===== src/core/nfb_pkg.sv =====
// Package with constants and types for the parallel NOR flash host controller.
package nfb_pkg;

  // ****************************************************************
  // Timing.
  // ****************************************************************
  localparam int CLK_NS = 10;
  localparam int ACC_NS = 70;
  localparam int ACC_CYC = (ACC_NS + CLK_NS - 1) / CLK_NS;
  localparam int WP_NS = 35;
  localparam int WP_CYC = (WP_NS + CLK_NS - 1) / CLK_NS;
  localparam int WH_NS = 20;
  localparam int WH_CYC = (WH_NS + CLK_NS - 1) / CLK_NS;
  localparam int RP_NS = 500;
  localparam int RP_CYC = (RP_NS + CLK_NS - 1) / CLK_NS;

  // ****************************************************************
  // Register map.
  // ****************************************************************
  localparam logic [7:0] REG_CTRL = 8'h00;
  localparam logic [7:0] REG_ADDR = 8'h04;
  localparam logic [7:0] REG_WDATA = 8'h08;
  localparam logic [7:0] REG_RDATA = 8'h0c;
  localparam logic [7:0] REG_STATUS = 8'h10;
  localparam int CTRL_GO_BIT = 0;
  localparam int CTRL_OP_LSB = 1;
  localparam int CTRL_WORD_BIT = 4;
  localparam int CTRL_HV_BIT = 5;
  localparam int STAT_BUSY_BIT = 0;
  localparam int STAT_DONE_BIT = 1;
  localparam logic WORD_MODE_RST = 1'h1;
  localparam logic HV_RST = 1'h0;
  localparam logic [22:0] ADDR_RST = 23'h0;
  localparam logic [15:0] WDATA_RST = 16'h0;

  // ****************************************************************
  // Command codes and command addresses.
  // ****************************************************************
  localparam logic [7:0] CMD_UNLOCK1 = 8'haa;
  localparam logic [7:0] CMD_UNLOCK2 = 8'h55;
  localparam logic [7:0] CMD_IDENT = 8'h90;
  localparam logic [7:0] CMD_PROGRAM = 8'ha0;
  localparam logic [7:0] CMD_RESET = 8'hf0;
  localparam logic [7:0] CMD_CFI = 8'h98;
  localparam logic [11:0] UNL1_WORD = 12'h555;
  localparam logic [11:0] UNL2_WORD = 12'h2aa;
  localparam logic [11:0] UNL1_BYTE = 12'haaa;
  localparam logic [11:0] UNL2_BYTE = 12'h555;
  localparam logic [11:0] CFI_WORD = 12'h055;
  localparam logic [11:0] CFI_BYTE = 12'h0aa;
  localparam int POLL_BIT = 7;

  // ****************************************************************
  // Types.
  // ****************************************************************
  typedef enum logic [2:0] {
    OP_READ = 3'h0,
    OP_PROGRAM = 3'h1,
    OP_IDENT = 3'h2,
    OP_RESET = 3'h3,
    OP_CFI = 3'h4,
    OP_HWRESET = 3'h5
  } nfb_op_t;

  typedef struct packed {
    logic ce_n;
    logic oe_n;
    logic we_n;
    logic [21:0] addr;
    logic [15:0] dq_out;
    logic [15:0] dq_oe;
  } nfb_pins_t;

  typedef struct packed {
    logic write;
    logic [22:0] addr;
    logic [15:0] data;
  } nfb_req_t;

endpackage : nfb_pkg


===== src/core/nfb_cycle.sv =====
// Single flash bus cycle engine: one read or one write on the flash pins.
`timescale 1ns/1ps
`default_nettype none
module nfb_cycle #(
  parameter int ACC_CYC = nfb_pkg::ACC_CYC,
  parameter int WP_CYC = nfb_pkg::WP_CYC,
  parameter int WH_CYC = nfb_pkg::WH_CYC
) (
  input wire logic i_clk,
  input wire logic i_rst,
  input wire logic i_start,
  input wire nfb_pkg::nfb_req_t i_req,
  input wire logic i_word_mode,
  input wire logic [15:0] i_dq,
  output logic o_idle,
  output logic o_done,
  output logic [15:0] o_rdata,
  output nfb_pkg::nfb_pins_t o_pins
);

  typedef enum logic [2:0] {
    C_IDLE, C_SETUP, C_STROBE, C_SAMPLE, C_RECOVER
  } nfb_cstate_t;

  localparam nfb_pkg::nfb_pins_t PINS_IDLE = '{1'b1, 1'b1, 1'b1,
    22'h0, 16'h0, 16'h0};

  nfb_cstate_t state, next_state;
  nfb_pkg::nfb_pins_t pins, next_pins;
  logic [7:0] cnt, next_cnt;
  logic write, next_write;
  logic done, next_done;
  logic [15:0] rdata, next_rdata;
  logic [15:0] s1, s2, s3;

  // ****************************************************************
  // Data line synchroniser.
  // ****************************************************************
  always_ff @(posedge i_clk or posedge i_rst) begin
    if (i_rst) begin
      s1 <= 16'h0;
      s2 <= 16'h0;
      s3 <= 16'h0;
    end else begin
      s1 <= i_dq;
      s2 <= s1;
      s3 <= s2;
    end
  end

  // ****************************************************************
  // Cycle sequencing.
  // ****************************************************************
  always_comb begin
    next_state = state;
    next_pins = pins;
    next_cnt = cnt;
    next_write = write;
    next_done = 1'b0;
    next_rdata = rdata;
    case (state)
      C_IDLE: begin
        if (i_start) begin
          next_write = i_req.write;
          next_pins.ce_n = 1'b0;
          next_pins.dq_out = 16'h0;
          next_pins.dq_oe = 16'h0;
          if (i_word_mode) begin
            next_pins.addr = i_req.addr[21:0];
            if (i_req.write) begin
              next_pins.dq_out = i_req.data;
              next_pins.dq_oe = 16'hffff;
            end
          end else begin
            next_pins.addr = i_req.addr[22:1];
            next_pins.dq_out[15] = i_req.addr[0];
            next_pins.dq_oe[15] = 1'b1;
            if (i_req.write) begin
              next_pins.dq_out[7:0] = i_req.data[7:0];
              next_pins.dq_oe[7:0] = 8'hff;
            end
          end
          next_state = C_SETUP;
        end
      end
      C_SETUP: begin
        if (write) begin
          next_pins.we_n = 1'b0;
          next_cnt = 8'(WP_CYC - 1);
        end else begin
          next_pins.oe_n = 1'b0;
          next_cnt = 8'(ACC_CYC - 1);
        end
        next_state = C_STROBE;
      end
      C_STROBE: begin
        if (cnt != 8'h0) begin
          next_cnt = cnt - 8'h1;
        end else if (write) begin
          next_pins.we_n = 1'b1;
          next_pins.ce_n = 1'b1;
          next_cnt = 8'(WH_CYC - 1);
          next_state = C_RECOVER;
        end else begin
          next_state = C_SAMPLE;
        end
      end
      C_SAMPLE: begin
        if (i_word_mode ? (s2 == s3) : (s2[7:0] == s3[7:0])) begin
          next_rdata = i_word_mode ? s3 : {8'h0, s3[7:0]};
          next_pins.oe_n = 1'b1;
          next_pins.ce_n = 1'b1;
          next_cnt = 8'(WH_CYC - 1);
          next_state = C_RECOVER;
        end
      end
      C_RECOVER: begin
        if (cnt != 8'h0) begin
          next_cnt = cnt - 8'h1;
        end else begin
          next_pins = PINS_IDLE;
          next_done = 1'b1;
          next_state = C_IDLE;
        end
      end
      default: begin
        next_pins = PINS_IDLE;
        next_state = C_IDLE;
      end
    endcase
  end

  always_ff @(posedge i_clk or posedge i_rst) begin
    if (i_rst) begin
      state <= C_IDLE;
      pins <= PINS_IDLE;
      cnt <= 8'h0;
      write <= 1'b0;
      done <= 1'b0;
      rdata <= 16'h0;
    end else begin
      state <= next_state;
      pins <= next_pins;
      cnt <= next_cnt;
      write <= next_write;
      done <= next_done;
      rdata <= next_rdata;
    end
  end

  assign o_idle = (state == C_IDLE);
  assign o_done = done;
  assign o_rdata = rdata;
  assign o_pins = pins;

endmodule : nfb_cycle
`default_nettype wire


===== src/core/nfb_host.sv =====
// Host controller that drives a parallel NOR flash from Wishbone registers.
//
// Overview of operation
// - Read: chip-select and output-enable low, write strobe high.
// - Elevated-voltage identification uses address bits 0, 1, 6, bank; the flash model decodes bits 0, 1 and 12 and ignores the bank.
// - Command identification: two unlocks, then 90H at bank address.
// - Third write and fourth read use the same bank address.
// - Identification lasts until the reset command is written.
// - Write: address on later falling, data on earlier rising strobe.
// - Program is two unlocks, setup command, then address and data.
`timescale 1ns/1ps
`default_nettype none
module nfb_host #(
  parameter int ACC_CYC = nfb_pkg::ACC_CYC,
  parameter int WP_CYC = nfb_pkg::WP_CYC,
  parameter int WH_CYC = nfb_pkg::WH_CYC,
  parameter int RP_CYC = nfb_pkg::RP_CYC
) (
  input wire logic i_clk,
  input wire logic i_rst,
  input wire logic i_wb_cyc,
  input wire logic i_wb_stb,
  input wire logic i_wb_we,
  input wire logic [7:0] i_wb_adr,
  input wire logic [3:0] i_wb_sel,
  input wire logic [31:0] i_wb_dat,
  output logic [31:0] o_wb_dat,
  output logic o_wb_ack,
  input wire logic [15:0] i_flash_dq,
  output nfb_pkg::nfb_pins_t o_flash,
  output logic o_flash_word_mode,
  output logic o_flash_hv_id,
  output logic o_flash_reset_n
);

  typedef enum logic [1:0] {S_IDLE, S_ISSUE, S_WAIT, S_HWRST} nfb_state_t;

  // ****************************************************************
  // Command sequence helpers.
  // ****************************************************************
  function automatic logic [22:0] with_bank(input logic word_mode,
      input logic [11:0] base, input logic [22:0] ua);
    if (word_mode) begin
      with_bank = {1'b0, ua[21:20], 8'h0, base};
    end else begin
      with_bank = {ua[22:21], 9'h0, base};
    end
  endfunction : with_bank

  function automatic logic [2:0] last_step(input nfb_pkg::nfb_op_t op);
    case (op)
      nfb_pkg::OP_PROGRAM: last_step = 3'h4;
      nfb_pkg::OP_IDENT: last_step = 3'h3;
      default: last_step = 3'h0;
    endcase
  endfunction : last_step

  function automatic nfb_pkg::nfb_req_t step_req(
      input nfb_pkg::nfb_op_t op, input logic [2:0] step,
      input logic wm, input logic [22:0] ua, input logic [15:0] wd);
    logic [11:0] u1;
    logic [11:0] u2;
    u1 = wm ? nfb_pkg::UNL1_WORD : nfb_pkg::UNL1_BYTE;
    u2 = wm ? nfb_pkg::UNL2_WORD : nfb_pkg::UNL2_BYTE;
    step_req = '{1'b0, ua, 16'h0};
    case (op)
      nfb_pkg::OP_PROGRAM, nfb_pkg::OP_IDENT: begin
        case (step)
          3'h0: step_req = '{1'b1, with_bank(wm, u1, ua),
                             {8'h0, nfb_pkg::CMD_UNLOCK1}};
          3'h1: step_req = '{1'b1, with_bank(wm, u2, ua),
                             {8'h0, nfb_pkg::CMD_UNLOCK2}};
          3'h2: step_req = '{1'b1, with_bank(wm, u1, ua), {8'h0,
                             (op == nfb_pkg::OP_IDENT) ? nfb_pkg::CMD_IDENT
                             : nfb_pkg::CMD_PROGRAM}};
          3'h3: step_req = '{op == nfb_pkg::OP_PROGRAM, ua, wd};
          default: step_req = '{1'b0, ua, 16'h0};
        endcase
      end
      nfb_pkg::OP_RESET:
        step_req = '{1'b1, ua, {8'h0, nfb_pkg::CMD_RESET}};
      nfb_pkg::OP_CFI:
        step_req = '{1'b1, with_bank(wm, wm ? nfb_pkg::CFI_WORD
                     : nfb_pkg::CFI_BYTE, ua), {8'h0, nfb_pkg::CMD_CFI}};
      default: step_req = '{1'b0, ua, 16'h0};
    endcase
  endfunction : step_req

  function automatic logic [31:0] merge(input logic [31:0] old,
      input logic [31:0] nw, input logic [3:0] sel);
    for (int i = 0; i < 4; i++) begin
      merge[i*8 +: 8] = sel[i] ? nw[i*8 +: 8] : old[i*8 +: 8];
    end
  endfunction : merge

  // ****************************************************************
  // Registers and sequencer.
  // ****************************************************************
  nfb_state_t state, next_state;
  nfb_pkg::nfb_op_t op, next_op;
  logic [2:0] step, next_step;
  logic word_mode, next_word_mode;
  logic hv_id, next_hv_id;
  logic [22:0] addr, next_addr;
  logic [15:0] wdata, next_wdata;
  logic [15:0] rdata, next_rdata;
  logic busy, next_busy;
  logic done, next_done;
  logic reset_n, next_reset_n;
  logic [15:0] rcnt, next_rcnt;
  logic ack, next_ack;
  logic [31:0] dat, next_dat;
  logic start, cyc_idle, cyc_done;
  logic [15:0] cyc_rdata;
  logic wr_acc;
  logic [31:0] ctrl_val, wr_val;
  nfb_pkg::nfb_req_t req;
  nfb_pkg::nfb_op_t wr_op;

  assign wr_acc = i_wb_cyc && i_wb_stb && i_wb_we && ack;
  assign ctrl_val = {26'h0, hv_id, word_mode, op, 1'b0};
  assign req = step_req(op, step, word_mode, addr, wdata);
  assign start = (state == S_ISSUE) && cyc_idle;

  always_comb begin
    next_state = state;
    next_op = op;
    next_step = step;
    next_word_mode = word_mode;
    next_hv_id = hv_id;
    next_addr = addr;
    next_wdata = wdata;
    next_rdata = rdata;
    next_busy = busy;
    next_done = done;
    next_reset_n = reset_n;
    next_rcnt = rcnt;
    next_ack = i_wb_cyc && i_wb_stb && !ack;
    next_dat = 32'h0;
    wr_val = merge(ctrl_val, i_wb_dat, i_wb_sel);
    wr_op = nfb_pkg::nfb_op_t'(wr_val[nfb_pkg::CTRL_OP_LSB +: 3]);
    case (i_wb_adr)
      nfb_pkg::REG_CTRL: next_dat = ctrl_val;
      nfb_pkg::REG_ADDR: next_dat = {9'h0, addr};
      nfb_pkg::REG_WDATA: next_dat = {16'h0, wdata};
      nfb_pkg::REG_RDATA: next_dat = {16'h0, rdata};
      nfb_pkg::REG_STATUS: next_dat = {30'h0, done, busy};
      default: next_dat = 32'h0;
    endcase
    if (wr_acc && !busy) begin
      case (i_wb_adr)
        nfb_pkg::REG_CTRL: begin
          next_word_mode = wr_val[nfb_pkg::CTRL_WORD_BIT];
          next_hv_id = wr_val[nfb_pkg::CTRL_HV_BIT];
          next_op = wr_op;
        end
        nfb_pkg::REG_ADDR:
          next_addr = 23'(merge({9'h0, addr}, i_wb_dat, i_wb_sel));
        nfb_pkg::REG_WDATA:
          next_wdata = 16'(merge({16'h0, wdata}, i_wb_dat, i_wb_sel));
        default: begin
        end
      endcase
    end
    if (wr_acc && i_wb_adr == nfb_pkg::REG_STATUS && i_wb_sel[0] &&
        i_wb_dat[nfb_pkg::STAT_DONE_BIT]) begin
      next_done = 1'b0;
    end
    case (state)
      S_IDLE: begin
        if (wr_acc && i_wb_adr == nfb_pkg::REG_CTRL && i_wb_sel[0] &&
            i_wb_dat[nfb_pkg::CTRL_GO_BIT]) begin
          next_busy = 1'b1;
          next_step = 3'h0;
          if (wr_op == nfb_pkg::OP_HWRESET) begin
            next_state = S_HWRST;
            next_reset_n = 1'b0;
            next_rcnt = 16'(RP_CYC - 1);
          end else begin
            next_state = S_ISSUE;
          end
        end
      end
      S_ISSUE: begin
        if (cyc_idle) begin
          next_state = S_WAIT;
        end
      end
      S_WAIT: begin
        if (cyc_done) begin
          if (!req.write) begin
            next_rdata = cyc_rdata;
          end
          if (step != last_step(op)) begin
            next_step = step + 3'h1;
            next_state = S_ISSUE;
          end else if (op == nfb_pkg::OP_PROGRAM &&
              cyc_rdata[nfb_pkg::POLL_BIT] != wdata[nfb_pkg::POLL_BIT]) begin
            next_state = S_ISSUE;
          end else begin
            next_state = S_IDLE;
            next_busy = 1'b0;
            next_done = 1'b1;
          end
        end
      end
      S_HWRST: begin
        if (rcnt != 16'h0) begin
          next_rcnt = rcnt - 16'h1;
        end else begin
          next_reset_n = 1'b1;
          next_state = S_IDLE;
          next_busy = 1'b0;
          next_done = 1'b1;
        end
      end
      default: next_state = S_IDLE;
    endcase
  end

  always_ff @(posedge i_clk or posedge i_rst) begin
    if (i_rst) begin
      state <= S_IDLE;
      op <= nfb_pkg::OP_READ;
      step <= 3'h0;
      word_mode <= nfb_pkg::WORD_MODE_RST;
      hv_id <= nfb_pkg::HV_RST;
      addr <= nfb_pkg::ADDR_RST;
      wdata <= nfb_pkg::WDATA_RST;
      rdata <= 16'h0;
      busy <= 1'b0;
      done <= 1'b0;
      reset_n <= 1'b1;
      rcnt <= 16'h0;
      ack <= 1'b0;
      dat <= 32'h0;
    end else begin
      state <= next_state;
      op <= next_op;
      step <= next_step;
      word_mode <= next_word_mode;
      hv_id <= next_hv_id;
      addr <= next_addr;
      wdata <= next_wdata;
      rdata <= next_rdata;
      busy <= next_busy;
      done <= next_done;
      reset_n <= next_reset_n;
      rcnt <= next_rcnt;
      ack <= next_ack;
      dat <= next_dat;
    end
  end

  // ****************************************************************
  // Flash bus cycle engine.
  // ****************************************************************
  nfb_cycle #(
    .ACC_CYC(ACC_CYC),
    .WP_CYC(WP_CYC),
    .WH_CYC(WH_CYC)
  ) u_cycle (
    .i_clk(i_clk),
    .i_rst(i_rst),
    .i_start(start),
    .i_req(req),
    .i_word_mode(word_mode),
    .i_dq(i_flash_dq),
    .o_idle(cyc_idle),
    .o_done(cyc_done),
    .o_rdata(cyc_rdata),
    .o_pins(o_flash)
  );

  assign o_wb_ack = ack;
  assign o_wb_dat = dat;
  assign o_flash_word_mode = word_mode;
  assign o_flash_hv_id = hv_id;
  assign o_flash_reset_n = reset_n;

endmodule : nfb_host
`default_nettype wire


===== config.mk =====
export PLATFORM = sky130hd
export DESIGN_NAME = nfb_host
export DESIGN_NICKNAME = d
export VERILOG_FILES = /design/src/core/nfb_pkg.sv /design/src/core/nfb_cycle.sv /design/src/core/nfb_host.sv
export SDC_FILE = /design/constraint.sdc
export NUM_CORES = 1
export LEC_CHECK = 0
export ABC_AREA = 1
export CAP_MARGIN = 20
export CORE_MARGIN = 2
export CORE_UTILIZATION = 30
export CTS_CLUSTER_DIAMETER = 80
export DETAILED_ROUTE_END_ITERATION = 8
export DONT_BUFFER_PORTS = 1
export GPL_ROUTABILITY_DRIVEN = 0
export PLACE_DENSITY = 0.44
export SYNTH_ARGS = -nofsm -noshare
export SYNTH_HDL_FRONTEND = slang
export SYNTH_SLANG_ARGS = --single-unit

===== constraint.sdc =====
create_clock -name i_clk -period 6.3 [get_ports i_clk]
set_input_delay 0.315 -clock i_clk [delete_from_list [all_inputs] [get_ports i_clk]]
set_output_delay 0.315 -clock i_clk [all_outputs]
set_load 0.01 [all_outputs]

---- Word-level counts from Yosys, hierarchy flattened ----
Index checks and enable logic that the tools add are counted.
operators by class
  add/sub/neg operators ................... 3
  eq/ne operators ......................... 41
  mux-type cells .......................... 82
  bitwise gates (word level) .............. 5
  reduce and logical (&&, ||, !) cells .... 50
operator list
  cell                                                 count
  one-hot mux 54 bit (3 select lines)                  1
  one-hot mux 40 bit (4 select lines)                  1
  one-hot mux 40 bit (3 select lines)                  1
  one-hot mux 23 bit (5 select lines)                  1
  two-way mux 23 bit                                   4
  two-way mux 16 bit                                   4
  two-way mux 8 bit                                    8
  two-way mux 57 bit                                   1
  two-way mux 54 bit                                   1
  two-way mux 3 bit                                    11
  two-way mux 32 bit                                   1
  one-hot mux 16 bit (2 select lines)                  1
  one-hot mux 8 bit (4 select lines)                   1
  AND reduction 4 bit                                  7
  != test 2 bit, second input constant                 12
  AND reduction 3 bit                                  8
  two-way mux 1 bit                                    23
  equality test 3 x 2 -> 1 bit, second input constant  6
  equality test 16 bit                                 1
  equality test 8 x 4 -> 1 bit, second input constant  2
  nonzero test 16 bit                                  1
  subtractor 16 x 1 -> 16 bit, second input constant   1
  one-hot mux 3 bit (5 select lines)                   1
  two-way mux 7 bit                                    2
  other kinds (40)                                     81
storage, ports and cells
  bits in registers ....................... 251
  word-level logic and storage cells ...... 212

---- Logic depth before layout (Yosys ltp) ----
Gate-level depths: netlist of run 1.
  word-level depth ........................ 11
  gate-level depth with buffers ........... 14
  mapped depth without buffers ............ 13

---- Hierarchy ----
From an unflattened synthesis of run 1, not the netlist that was laid out.
unflattened totals
  cells, all modules ...................... 1247
  area total of the unflattened synthesis .. 10755.3 um2
modules (own cells, without submodules)
  module     instances  cells an instance  area an instance (um2)  seq. area each (um2)
  nfb_host   1          740                5803.1                  2705.1
  nfb_cycle  1          507                4952.2                  3031.7

---- Worst setup path before layout of run 1 ----
Ideal clock, no wire load.
  kind .................................... register to register
  from .................................... register step[0]
  to ...................................... register rdata[0]
  setup time .............................. 0.126 ns
  arrival time ............................ 1.714 ns
  path slack .............................. 4.460 ns
  stages on the path, launching flop included .. 13
  buffers on the path ..................... 2
  cells stage by stage .................... dfrtp_1 ha_1 ha_1 buf_2 inv_1 nor2_1 nor2_1 nand2_4 inv_2 nand2_1 buf_2 nand2_1 o21ai_0
on the way
  longest elaborated chain between the ends .. 5
  elaborated cells on any way between the ends .. 8
RTL lines
  item                                                        RTL line         RTL
  start, declared                                             nfb_host.sv:101  logic [2:0] step, next_step;
  start signal, assigned                                      nfb_host.sv:240  step <= next_step;
  equality test 3 x 2 -> 1 bit, or another cell as far along  nfb_host.sv:68   case (step)
  one-hot mux 40 bit (4 select lines) (*)                     nfb_host.sv:68
  one-hot mux 40 bit (3 select lines) (*)                     nfb_host.sv:66   case (op)
  NOT 1 bit (no source line) (*)                              n/a
  AND reduction 3 bit (no source line) (*)                    n/a
  end signal, assigned                                        nfb_host.sv:245  rdata <= next_rdata;
  end, declared                                               nfb_host.sv:106  logic [15:0] rdata, next_rdata;
Every way passes the cells marked *; elsewhere a longest branch is shown, timed or not.
A chain may end at the register's enable or synchronous reset.

---- Final worst setup path of run 1 ----
  from .................................... register step[0]
  to ...................................... register rdata[4]
The elaborated chain is that of the path after synthesis.

==> qor.yml, run 1 <==
run_status:
  status: "complete, no violations"
cts:
  htree_levels: 1
  cts_root_buf: "clkbuf_16"
  clock_latency_ns: 0.54
  clk_pin_slew_ns: 0.06
  cts_setup_buffers: 0
  cts-buffers-inserted: 29
  cts_tree: "built"
  numClockSinks: 229
  ctsLongestPathBuffers: 3
setup_path:
  max_stage_delay_ns: 0.54
  reg2reg_to: "rdata[4]"
  reg2reg_slack_ns: 3.77
  timing.rr.start: "step[0]"
  cp_slowest_cell: "nand2_1"
  worstSetupStartpointType: "flip-flop"
  ff2ff_path_depth: 10
  cp_num_cells: 10
  critPathBufInv: 2
  cp-end-kind: "flip-flop"
  crit_arrival_ns: 2.91
  crit_family: "simple AND/OR/NAND/NOR gates"
  required_ns: 6.68
  worst-setup-path-type: "flip-flop to flip-flop"
  worstPathCellList: "ha_1 > ha_1 > inv_1 > nor2_1 > nor2_1 > nand2_4 > inv_2 > nand2_1 > nand2_1 > o21ai_0"
  crit_start: "step[0]"
  crit_fanout: 32
  crit_path_end: "rdata[4]"
placement:
  post-place-ws_ns: 3.77
  hpwlAfterDp_um: 18600
  dpl-instance-area_mm2: 0.0106
  port_buffers: 0
  dp.cells: 1566
drt:
  viasPerCell: 4.50
  drtPass1Iterations: 5
  drc: 0
  vias: 7481
  ant_nets: 0
  drt_iter0_markers: 390
  drt-total-wl_um: 26000
  wl_per_cell_um: 15.7
floorplan:
  coreArea_mm2: 0.0337
  start_util: 0.306
  die-area_mm2: 0.0359
  fp.dieH_um: 189
  rows: 67
  io_pins: 158
  fp.dieW_um: 189
timing:
  setup_viol: 0
  fin_ws_ns: 3.77
  fin_worst_skew_ns: 0.0142
  drv_slew: 0
  fmax_mhz: 395
  tightest_slew_ns: 0.975
  rsz0062_at_grt: "false"
  fin_crit_sh: 0.402
  period_needed_ns: 2.53
  slew_headroom: 0.350
  setup_tns_ns: 0
  hold_violations: 0
  fin_hold_ws_ns: 0.0337
global_route:
  antenna_found_initial: 0
  grt_max_degree: 75
  grt_usage: 0.148
  grt_pass1_wl_um: 42500
  grt-ovfl-total: 0
  grt_pass1_vias: 7557
layout:
  nets: 1264
  drive_above_1_share: 0.106
  fin_area_mm2: 0.0120
  final_common_cell: "nand2_1"
  n_antenna_cell: 0
  instances_no_fill: 1662
  most-common-layout-cells: "296 x nand2_1, 224 x dfrtp_1, 116 x inv_1, 95 x o21ai_0, 72 x nor2_1"
  finish.utilization: 0.356
  area_growth_pct: 16.5
synthesis:
  synth.distinct_cells: 47
  yosys_warnings: 0
  async_flop_share: 1.00
  yosysSeqAreaShare: 0.556
  syn-instance-count: 1161
  syn_avg_cell_area_um2: 8.88
  synth_edf_count: 0
  yosys_most_used_dff: "dfrtp_1"
  syn_area_mm2: 0.0103
  synth-seq-cells: 229
power:
  vdd_drop_max_mv: 0.200
  p_leak_nw: 5.53
  p_total_mw: 3.27
  power.density_mw_per_mm2: 273
flow_run:
  cap_violations: 0
worst_hold_path:
  min_path_type: "primary input to flip-flop"
[synth_stat cells, types with 5 or more instances]
master	count	share of area
nand4_1	13	0.0079
dfstp_2	5	0.013
o21ai_0	95	0.046
o211ai_1	6	0.0044
buf_4	24	0.017
buf_6	6	0.0066
nor2_1	72	0.026
mux2_2	7	0.0076
ha_1	7	0.0085
clkbuf_1	9	0.0033
nor3_1	11	0.0053
xor2_1	15	0.013
o21ai_1	46	0.022
nand2_1	296	0.11
o21ai_2	9	0.0076
nand3_1	67	0.033
inv_1	117	0.043
a21oi_1	26	0.013
nor2_2	11	0.0067
dfrtp_1	224	0.54
xnor2_1	10	0.0085
inv_2	17	0.0062
nand2_2	8	0.0049
buf_2	12	0.0058
[worst min-delay path by stage]
stage / depth (start not counted) / slack (ns) / from / end
2_1_floorplan: 0 / 0.33 / u_cycle.s1[0] / u_cycle.s2[0]
3_3_place_gp: 0 / 0.34 / u_cycle.s1[11] / u_cycle.s2[11]
3_5_place_dp: 0 / 0.33 / u_cycle.s1[11] / u_cycle.s2[11]
4_1_cts: 3 / 0.009 / i_wb_sel[0] / op[1]
5_1_grt: 2 / 0.03 / i_wb_sel[0] / o_flash_word_mode
6_report: 2 / 0.03 / i_wb_sel[0] / o_flash_word_mode
[routing by layer]
metal / vias up / wire length, um / track usage
met5: - / 0 / 0
met4: 0 / 807 / 0.0471
met3: 46 / 1550 / 0.0302
met2: 185 / 11300 / 0.228
met1: 3464 / 12400 / 0.207
li1: 3786 / - / -
[state kept, by name, indices dropped and copies added, names as in the netlist, 8 cells and up]
| name | count |
|---|---|
| addr | 23 |
| o_wb_dat | 23 |
| rcnt | 16 |
| rdata | 16 |
| u_cycle.cnt | 8 |
| u_cycle.o_pins | 44 |
| u_cycle.o_rdata | 16 |
| u_cycle.s1 | 16 |
| u_cycle.s2 | 16 |
| u_cycle.s3 | 16 |
| wdata | 16 |
[timing repair]
item | CTS | global route
gates resized for setup | 0 | 0
hold buffers | 42 | 0
endpoints found under the hold margin | 99 | 0
[kinds of logic after synthesis]
| logic type | share of synthesized area |
|---|---|
| AO/OA/AOI/OAI | 0.112 |
| XOR/XNOR | 0.0212 |
| adder cells (fa/ha/maj) | 0.00849 |
| buffers and inverters | 0.0838 |
| flip-flops | 0.556 |
| multiplexers | 0.00764 |
| other | 0.000364 |
| AND/OR/NAND/NOR | 0.210 |
[layout make-up]
class	instances	area (um^2)
repair buffers	47	470
fillers	3481	21700
multi-input cells	750	3740
clock inverters	12	151
inverters	135	510
flip-flops and latches	229	5740
clock buffers	41	841
well taps	448	561
[power breakdown]
group	leakage, nW	internal [mW]	switching (mW)
Sequential	2.99	1.49	0.00984
Clock	0.486	1.05	0.642
Combinational	2.05	0.0302	0.0527
Note: power is estimated with default switching activity, not from simulation.
==> run 2: changes to the inputs <==
--- a/config.mk
+++ b/config.mk
@@ -13,7 +13,7 @@
 export DETAILED_ROUTE_END_ITERATION = 8
 export DONT_BUFFER_PORTS = 1
 export GPL_ROUTABILITY_DRIVEN = 0
-export PLACE_DENSITY = 0.44
+export PLACE_DENSITY = 0.43
 export SYNTH_ARGS = -nofsm -noshare
 export SYNTH_HDL_FRONTEND = slang
 export SYNTH_SLANG_ARGS = --single-unit
==> constraint.sdc (replaced) <==
create_clock -name i_clk -period 2.5 [get_ports i_clk]
set_input_delay 0.125 -clock i_clk [delete_from_list [all_inputs] [get_ports i_clk]]
set_output_delay 0.125 -clock i_clk [all_outputs]
set_load 0.01 [all_outputs]
==> run 2 against run 1 <==
Against the previous run: hold slack worse by 0.040 ns; count of clock-buffer cells in the layout is 4 lower; worst setup slack worse by 3.6 ns; critical path depth is 3 lower; cell area is 1.7% higher; die area stayed put; the run now ends with negative hold slack left; total power grew to 2.5 times the previous value; clock power grew to 2.5 times the previous value; routed wire length is 1.1% higher; global-route usage is 0.30 points higher; flip-flop and latch count stayed put; utilization is 0.62 points higher.
==> qor.yml, run 2 (synthesis results as in run 1) <==
run_status:
  status: "finished with violations"
  violations: "negative hold slack"
power:
  p_total_mw: 8.25  # +150%
  p_leak_nw: 5.65  # +2.3%
  vdd_drop_max_mv: 0.441  # +120%
  power.density_mw_per_mm2: 675  # +150%
layout:
  fin_area_mm2: 0.0122  # +1.7%
  nets: 1285  # +1.7%
  area_growth_pct: 18.5
  most-common-layout-cells: "296 x nand2_1, 224 x dfrtp_1, 116 x inv_1, 95 x o21ai_0, 70 x nor2_1"
  largest_register_ffs: 44  # unchanged
  instances_no_fill: 1683  # +1.3%
  n_antenna_cell: 0  # unchanged
  drive_above_1_share: 0.118  # +0.0120
  final_common_cell: "nand2_1"
cts:
  cts_root_buf: "clkbuf_16"
  clk_pin_slew_ns: 0.06  # about the same
  cts-buffers-inserted: 29  # unchanged
  clock_latency_ns: 0.54  # about the same
  cts_setup_buffers: 0  # unchanged
  numClockSinks: 229  # unchanged
  htree_levels: 1  # unchanged
  cts_tree: "built"
  ctsLongestPathBuffers: 3  # unchanged
timing:
  tightest_slew_ns: 0.762  # -0.212 ns
  slew_headroom: 0.492  # +0.142
  setup_viol: 0  # unchanged
  fin_worst_skew_ns: 0.0153  # +0.00108 ns
  hold_violations: 1  # +1
  period_needed_ns: 2.30  # -0.235 ns
  fin_crit_sh: 0.918  # +0.517
  fin_hold_ws_ns: -0.00648  # -0.0402 ns
  rsz0062_at_grt: "false"
  fmax_mhz: 436  # +10%
  drv_slew: 0  # unchanged
  fin_ws_ns: 0.204  # -3.56 ns
placement:
  port_buffers: 0  # unchanged
  dp.cells: 1579  # +0.83%
  post-place-ws_ns: 0.274  # -3.49 ns
  hpwlAfterDp_um: 18700  # +0.98%
  dpl-instance-area_mm2: 0.0107  # +1.3%
setup_path:
  path_common_cell: "nor2_2"
  crit_arrival_ns: 2.72  # -0.19 ns
  reg2reg_to: "addr[21]"
  reg2reg_slack_ns: 0.20  # -3.56 ns
  timing.rr.start: "o_wb_ack"
  crit_fanout: 7  # -78%
  worstSetupStartpointType: "flip-flop"
  ff2ff_path_depth: 7  # -3
  required_ns: 2.92  # -3.76 ns
  max_stage_delay_ns: 0.56  # +0.02 ns
  cp_slowest_cell: "dlygate4sd3_1"
  worstPathCellList: "nand2_1 > nor2_2 > inv_1 > nor2_2 > nand3_2 > mux2_2 > dlygate4sd3_1"
  worst-setup-path-type: "flip-flop to flip-flop"
  cp-end-kind: "flip-flop"
drt:
  ant_nets: 0  # unchanged
  wl_per_cell_um: 15.7  # -0.13%
  viasPerCell: 4.49  # -0.28%
  drt_iter0_markers: 376  # -3.6%
  drt-total-wl_um: 26300  # +1.1%
  drtPass1Iterations: 5  # unchanged
  vias: 7554  # +0.98%
  drc: 0  # unchanged
worst_hold_path:
  hp-start: "i_wb_we"
  whs_path_depth: 5  # +3
  min_path_type: "primary input to flip-flop"
  hold-path-endpoint: "done"
floorplan:
  die-area_mm2: 0.0359  # unchanged
  rows: 67  # unchanged
  start_util: 0.306  # unchanged
  fp.dieH_um: 189  # unchanged
  fp.dieW_um: 189  # unchanged
  coreArea_mm2: 0.0337  # unchanged
  io_pins: 158  # unchanged
global_route:
  grt_pass1_wl_um: 43400  # +2.1%
  use_met2: 0.236  # +0.00733
  grt.busiest_layer: "met2"
  antenna_found_initial: 0  # unchanged
  grt_pass1_vias: 7652  # +1.3%
  grtUsageMet3: 0.0284  # -0.00185
  grt_usage: 0.151  # +0.00300
  grt_max_degree: 125  # +67%
  grt_use_met1: 0.216  # +0.00836
  grt-ovfl-total: 0  # unchanged
flow_run:
  cap_violations: 0  # unchanged
==> run 2: final cells by class <==
class / instances / area (um^2)
fill: 3464 / 21500
sequential: 229 / 5740
multi-input combinational: 750 / 3750
clock buffer: 37 / 816
timing repair buffer: 68 / 676
tap: 448 / 561
inverter: 135 / 510
clock inverter: 16 / 175
==> run 2: worst max-delay path by stage <==
| stage | endpoint | cells after the start | start | slack, ns |
|---|---|---|---|---|
| after global placement | addr[12] | 9 | o_wb_ack | 0.28 |
| final | addr[21] | 7 | o_wb_ack | 0.20 |
| after detailed placement | u_cycle.o_pins[14] | 12 | u_cycle.cnt[0] | 0.27 |
| after CTS | addr[18] | 7 | o_wb_ack | 0.01 |
| after global routing | u_cycle.o_pins[18] | 12 | u_cycle.cnt[0] | 0.02 |
| after floorplan | addr[0] | 1 | i_rst | -0.61 |
==> run 2: repair_timing <==
action                                  CTS  global route
endpoints found under the setup margin    0             7
gates resized for setup                   0             2
hold buffers                             51             0
endpoints found under the hold margin   294             0
==> run 2: power by group <==
group	switching, mW	internal [mW]
Clock	1.64	2.61
Combinational	0.139	0.0821
Sequential	0.0246	3.75
==> run 2: routing by layer <==
layer / wire (um) / up-vias
met5: 0 / -
met4: 576 / 0
met3: 1310 / 32
met2: 11600 / 158
met1: 12800 / 3539
li1: - / 3825
==> run 2: critical path: cells and delay by family, from the launching register on <==
kind / cells / cell delay, ns
simple gates: 4 / 0.78
flops: 1 / 0.41
buf+inv: 2 / 0.65
mux: 1 / 0.35
==> run 2: per-stage QoR <==
stage	setup TNS (ns)	hold WS [ns]	util
final	0	-0.00648	0.363
after global routing	0	0.0121	0.363
after CTS	0	0.00340	0.362
after detailed placement	0	0.156	0.318
after global placement	0	0.156	0.318
after floorplan	-137.73	0.156	-
==> run 3: changes to the inputs <==
--- a/config.mk
+++ b/config.mk
@@ -8,12 +8,12 @@
 export ABC_AREA = 1
 export CAP_MARGIN = 20
 export CORE_MARGIN = 2
-export CORE_UTILIZATION = 30
+export CORE_UTILIZATION = 32
 export CTS_CLUSTER_DIAMETER = 80
 export DETAILED_ROUTE_END_ITERATION = 8
 export DONT_BUFFER_PORTS = 1
 export GPL_ROUTABILITY_DRIVEN = 0
-export PLACE_DENSITY = 0.43
+export PLACE_DENSITY = 0.45
 export SYNTH_ARGS = -nofsm -noshare
 export SYNTH_HDL_FRONTEND = slang
 export SYNTH_SLANG_ARGS = --single-unit
==> run 3 against run 2 <==
Against the previous run: the run now ends clean; maximum frequency is 0.29% lower; cell count is 3.0% lower; count of clock-buffer cells in the layout is 6 higher; sequential share of layout area is 0.54 points higher; non-clock buffer count is 1 lower; clock power is 6.6% lower; first-iteration DRC count is 38% higher; flip-flop and latch count stayed put; die area is 6.1% lower; cell area is 1.1% lower; sequential power hardly changed; clock skew is 0.0062 ns higher.
==> qor.yml, run 3 (synthesis results as in run 1) <==
drt:
  drt-total-wl_um: 25600  # -2.7%
  wl_per_cell_um: 15.7  # +0.35%
  vias: 7550  # -0.053%
  viasPerCell: 4.63  # +3.1%
  drtPass1Iterations: 7  # +2
  drt_iter0_markers: 517  # +38%
  drc: 0  # unchanged
  ant_nets: 0  # unchanged
layout:
  area_growth_pct: 17.2
  fin_area_mm2: 0.0121  # -1.1%
  drive_above_1_share: 0.108  # -0.0100
  nets: 1282  # -0.23%
  fillers: 3169  # -8.5%
  seq_area_mm2: 0.00574  # unchanged
  most-common-layout-cells: "296 x nand2_1, 224 x dfrtp_1, 116 x inv_1, 95 x o21ai_0, 71 x nor2_1"
  final_common_cell: "nand2_1"
  finish.utilization: 0.382  # +0.0193
  multi_input_area_mm2: 0.00375  # +0.13%
  largest_register_ffs: 44  # unchanged
floorplan:
  coreArea_mm2: 0.0316  # -6.1%
  die-area_mm2: 0.0337  # -6.1%
  io_pins: 158  # unchanged
  fp.dieW_um: 184  # -3.1%
  start_util: 0.326  # +0.0200
  rows: 65  # -3.0%
  fp.dieH_um: 184  # -3.1%
timing:
  setup_viol: 0  # unchanged
  period_needed_ns: 2.30  # +0.00657 ns
  fin_worst_skew_ns: 0.0214  # +0.00616 ns
  fin_crit_sh: 0.921  # +0.00263
  tightest_slew_ns: 0.952  # +0.189 ns
  hold_violations: 0  # -1
  rsz0062_at_grt: "false"
  setup_tns_ns: 0  # unchanged
  drv_slew: 0  # unchanged
  fmax_mhz: 434  # -0.29%
  slew_headroom: 0.365  # -0.127
  fin_ws_ns: 0.198  # -0.00657 ns
global_route:
  grt_usage: 0.155  # +0.00407
  grt_max_degree: 100  # -20%
  grt-ovfl-total: 0  # unchanged
  antenna_found_initial: 1  # +1
  grt_pass1_vias: 7440  # -2.8%
  grt_pass1_wl_um: 41600  # -4.0%
cts:
  numClockSinks: 229  # unchanged
  cts_tree: "built"
  cts_root_buf: "clkbuf_16"
  ctsLongestPathBuffers: 3  # unchanged
  cts-buffers-inserted: 27  # -6.9%
  htree_levels: 1  # unchanged
  clk_pin_slew_ns: 0.05  # about the same
  cts_setup_buffers: 0  # unchanged
  clock_latency_ns: 0.53  # about the same
setup_path:
  worstSetupStartpointType: "primary input"
  cp-end-kind: "flip-flop"
  required_ns: 2.90  # -0.02 ns
  crit_arrival_ns: 2.70  # -0.02 ns
  worst-setup-path-type: "primary input to flip-flop"
  crit_fanout: 15  # +8
run_status:
  status: "complete, no violations"
power:
  power.density_mw_per_mm2: 659  # -2.4%
  vdd_drop_max_mv: 0.466  # +5.6%
  p_total_mw: 7.96  # -3.5%
  p_leak_nw: 5.60  # -0.89%
placement:
  post-place-ws_ns: 0.340  # +0.0662 ns
  dpl-instance-area_mm2: 0.0106  # -0.68%
  port_buffers: 0  # unchanged
  hpwlAfterDp_um: 18200  # -2.8%
worst_hold_path:
  min_path_type: "primary input to flip-flop"
flow_run:
  cap_violations: 0  # unchanged
-- run 3: path summary, 6_finish.rpt --
check,slack (ns),start,endpoint,cells after the start
max,0.20,i_wb_adr[2],addr[17],9
min,0.002,i_wb_we,done,5
max reg2reg,0.21,o_wb_ack,addr[17],7
min reg2reg,0.34,u_cycle.s1[10],u_cycle.s2[10],0
max in group asynchronous,1.77,i_rst,u_cycle.o_pins[56],3
min in group asynchronous,0.26,i_rst,o_wb_dat[2],3
-- run 3: what timing repair did --
action                                  CTS  global route
hold buffers                             52             0
resized for setup                         0             2
endpoints found under the hold margin   295             0
endpoints found under the setup margin    0             7
-- run 3: routing by layer --
layer  share of wire  up-vias  track usage  routed length [um]
li1                -     3814            -                   -
met2            0.43      176        0.239               11100
met1            0.48     3524        0.219               12300
met5               0        -            0                   0
met3           0.060       36       0.0323                1530
met4           0.027        0       0.0445                 688
-- run 3: report_power, final --
part | internal (mW) | total, mW | leakage [nW] | switching (mW)
Sequential | 3.75 | 3.78 | 2.99 | 0.0247
Combinational | 0.0809 | 0.218 | 2.17 | 0.137
Clock | 2.45 | 3.97 | 0.442 | 1.52
-- run 3: final cells by class --
| type | instances | share of cell area |
|---|---|---|
| inverter | 135 | 0.0423 |
| tap | 402 | 0.0416 |
| sequential | 229 | 0.475 |
| timing repair buffer | 67 | 0.0555 |
| antenna | 1 | 0.000207 |
| clock inverter | 5 | 0.00673 |
| multi-input combinational | 750 | 0.310 |
| clock buffer | 43 | 0.0684 |
-- run 3: metrics by stage --
stage	std cells	hold WS, ns
3_3_place_gp	1531	0.156
5_1_grt	1632	0.0273
6_report	1632	0.00216
4_1_cts	1631	0.00583
3_5_place_dp	1531	0.156
2_1_floorplan	1169	0.156
-- run 3: critical path: stages --
cell           delay (ns)
dlygate4sd3_1        0.60
inv_1                0.09
nor2_4               0.21
nand3_1              0.12
buf_4                0.21
inv_2                0.27
nand3_4              0.20
mux2_2               0.31
dlygate4sd3_1        0.55
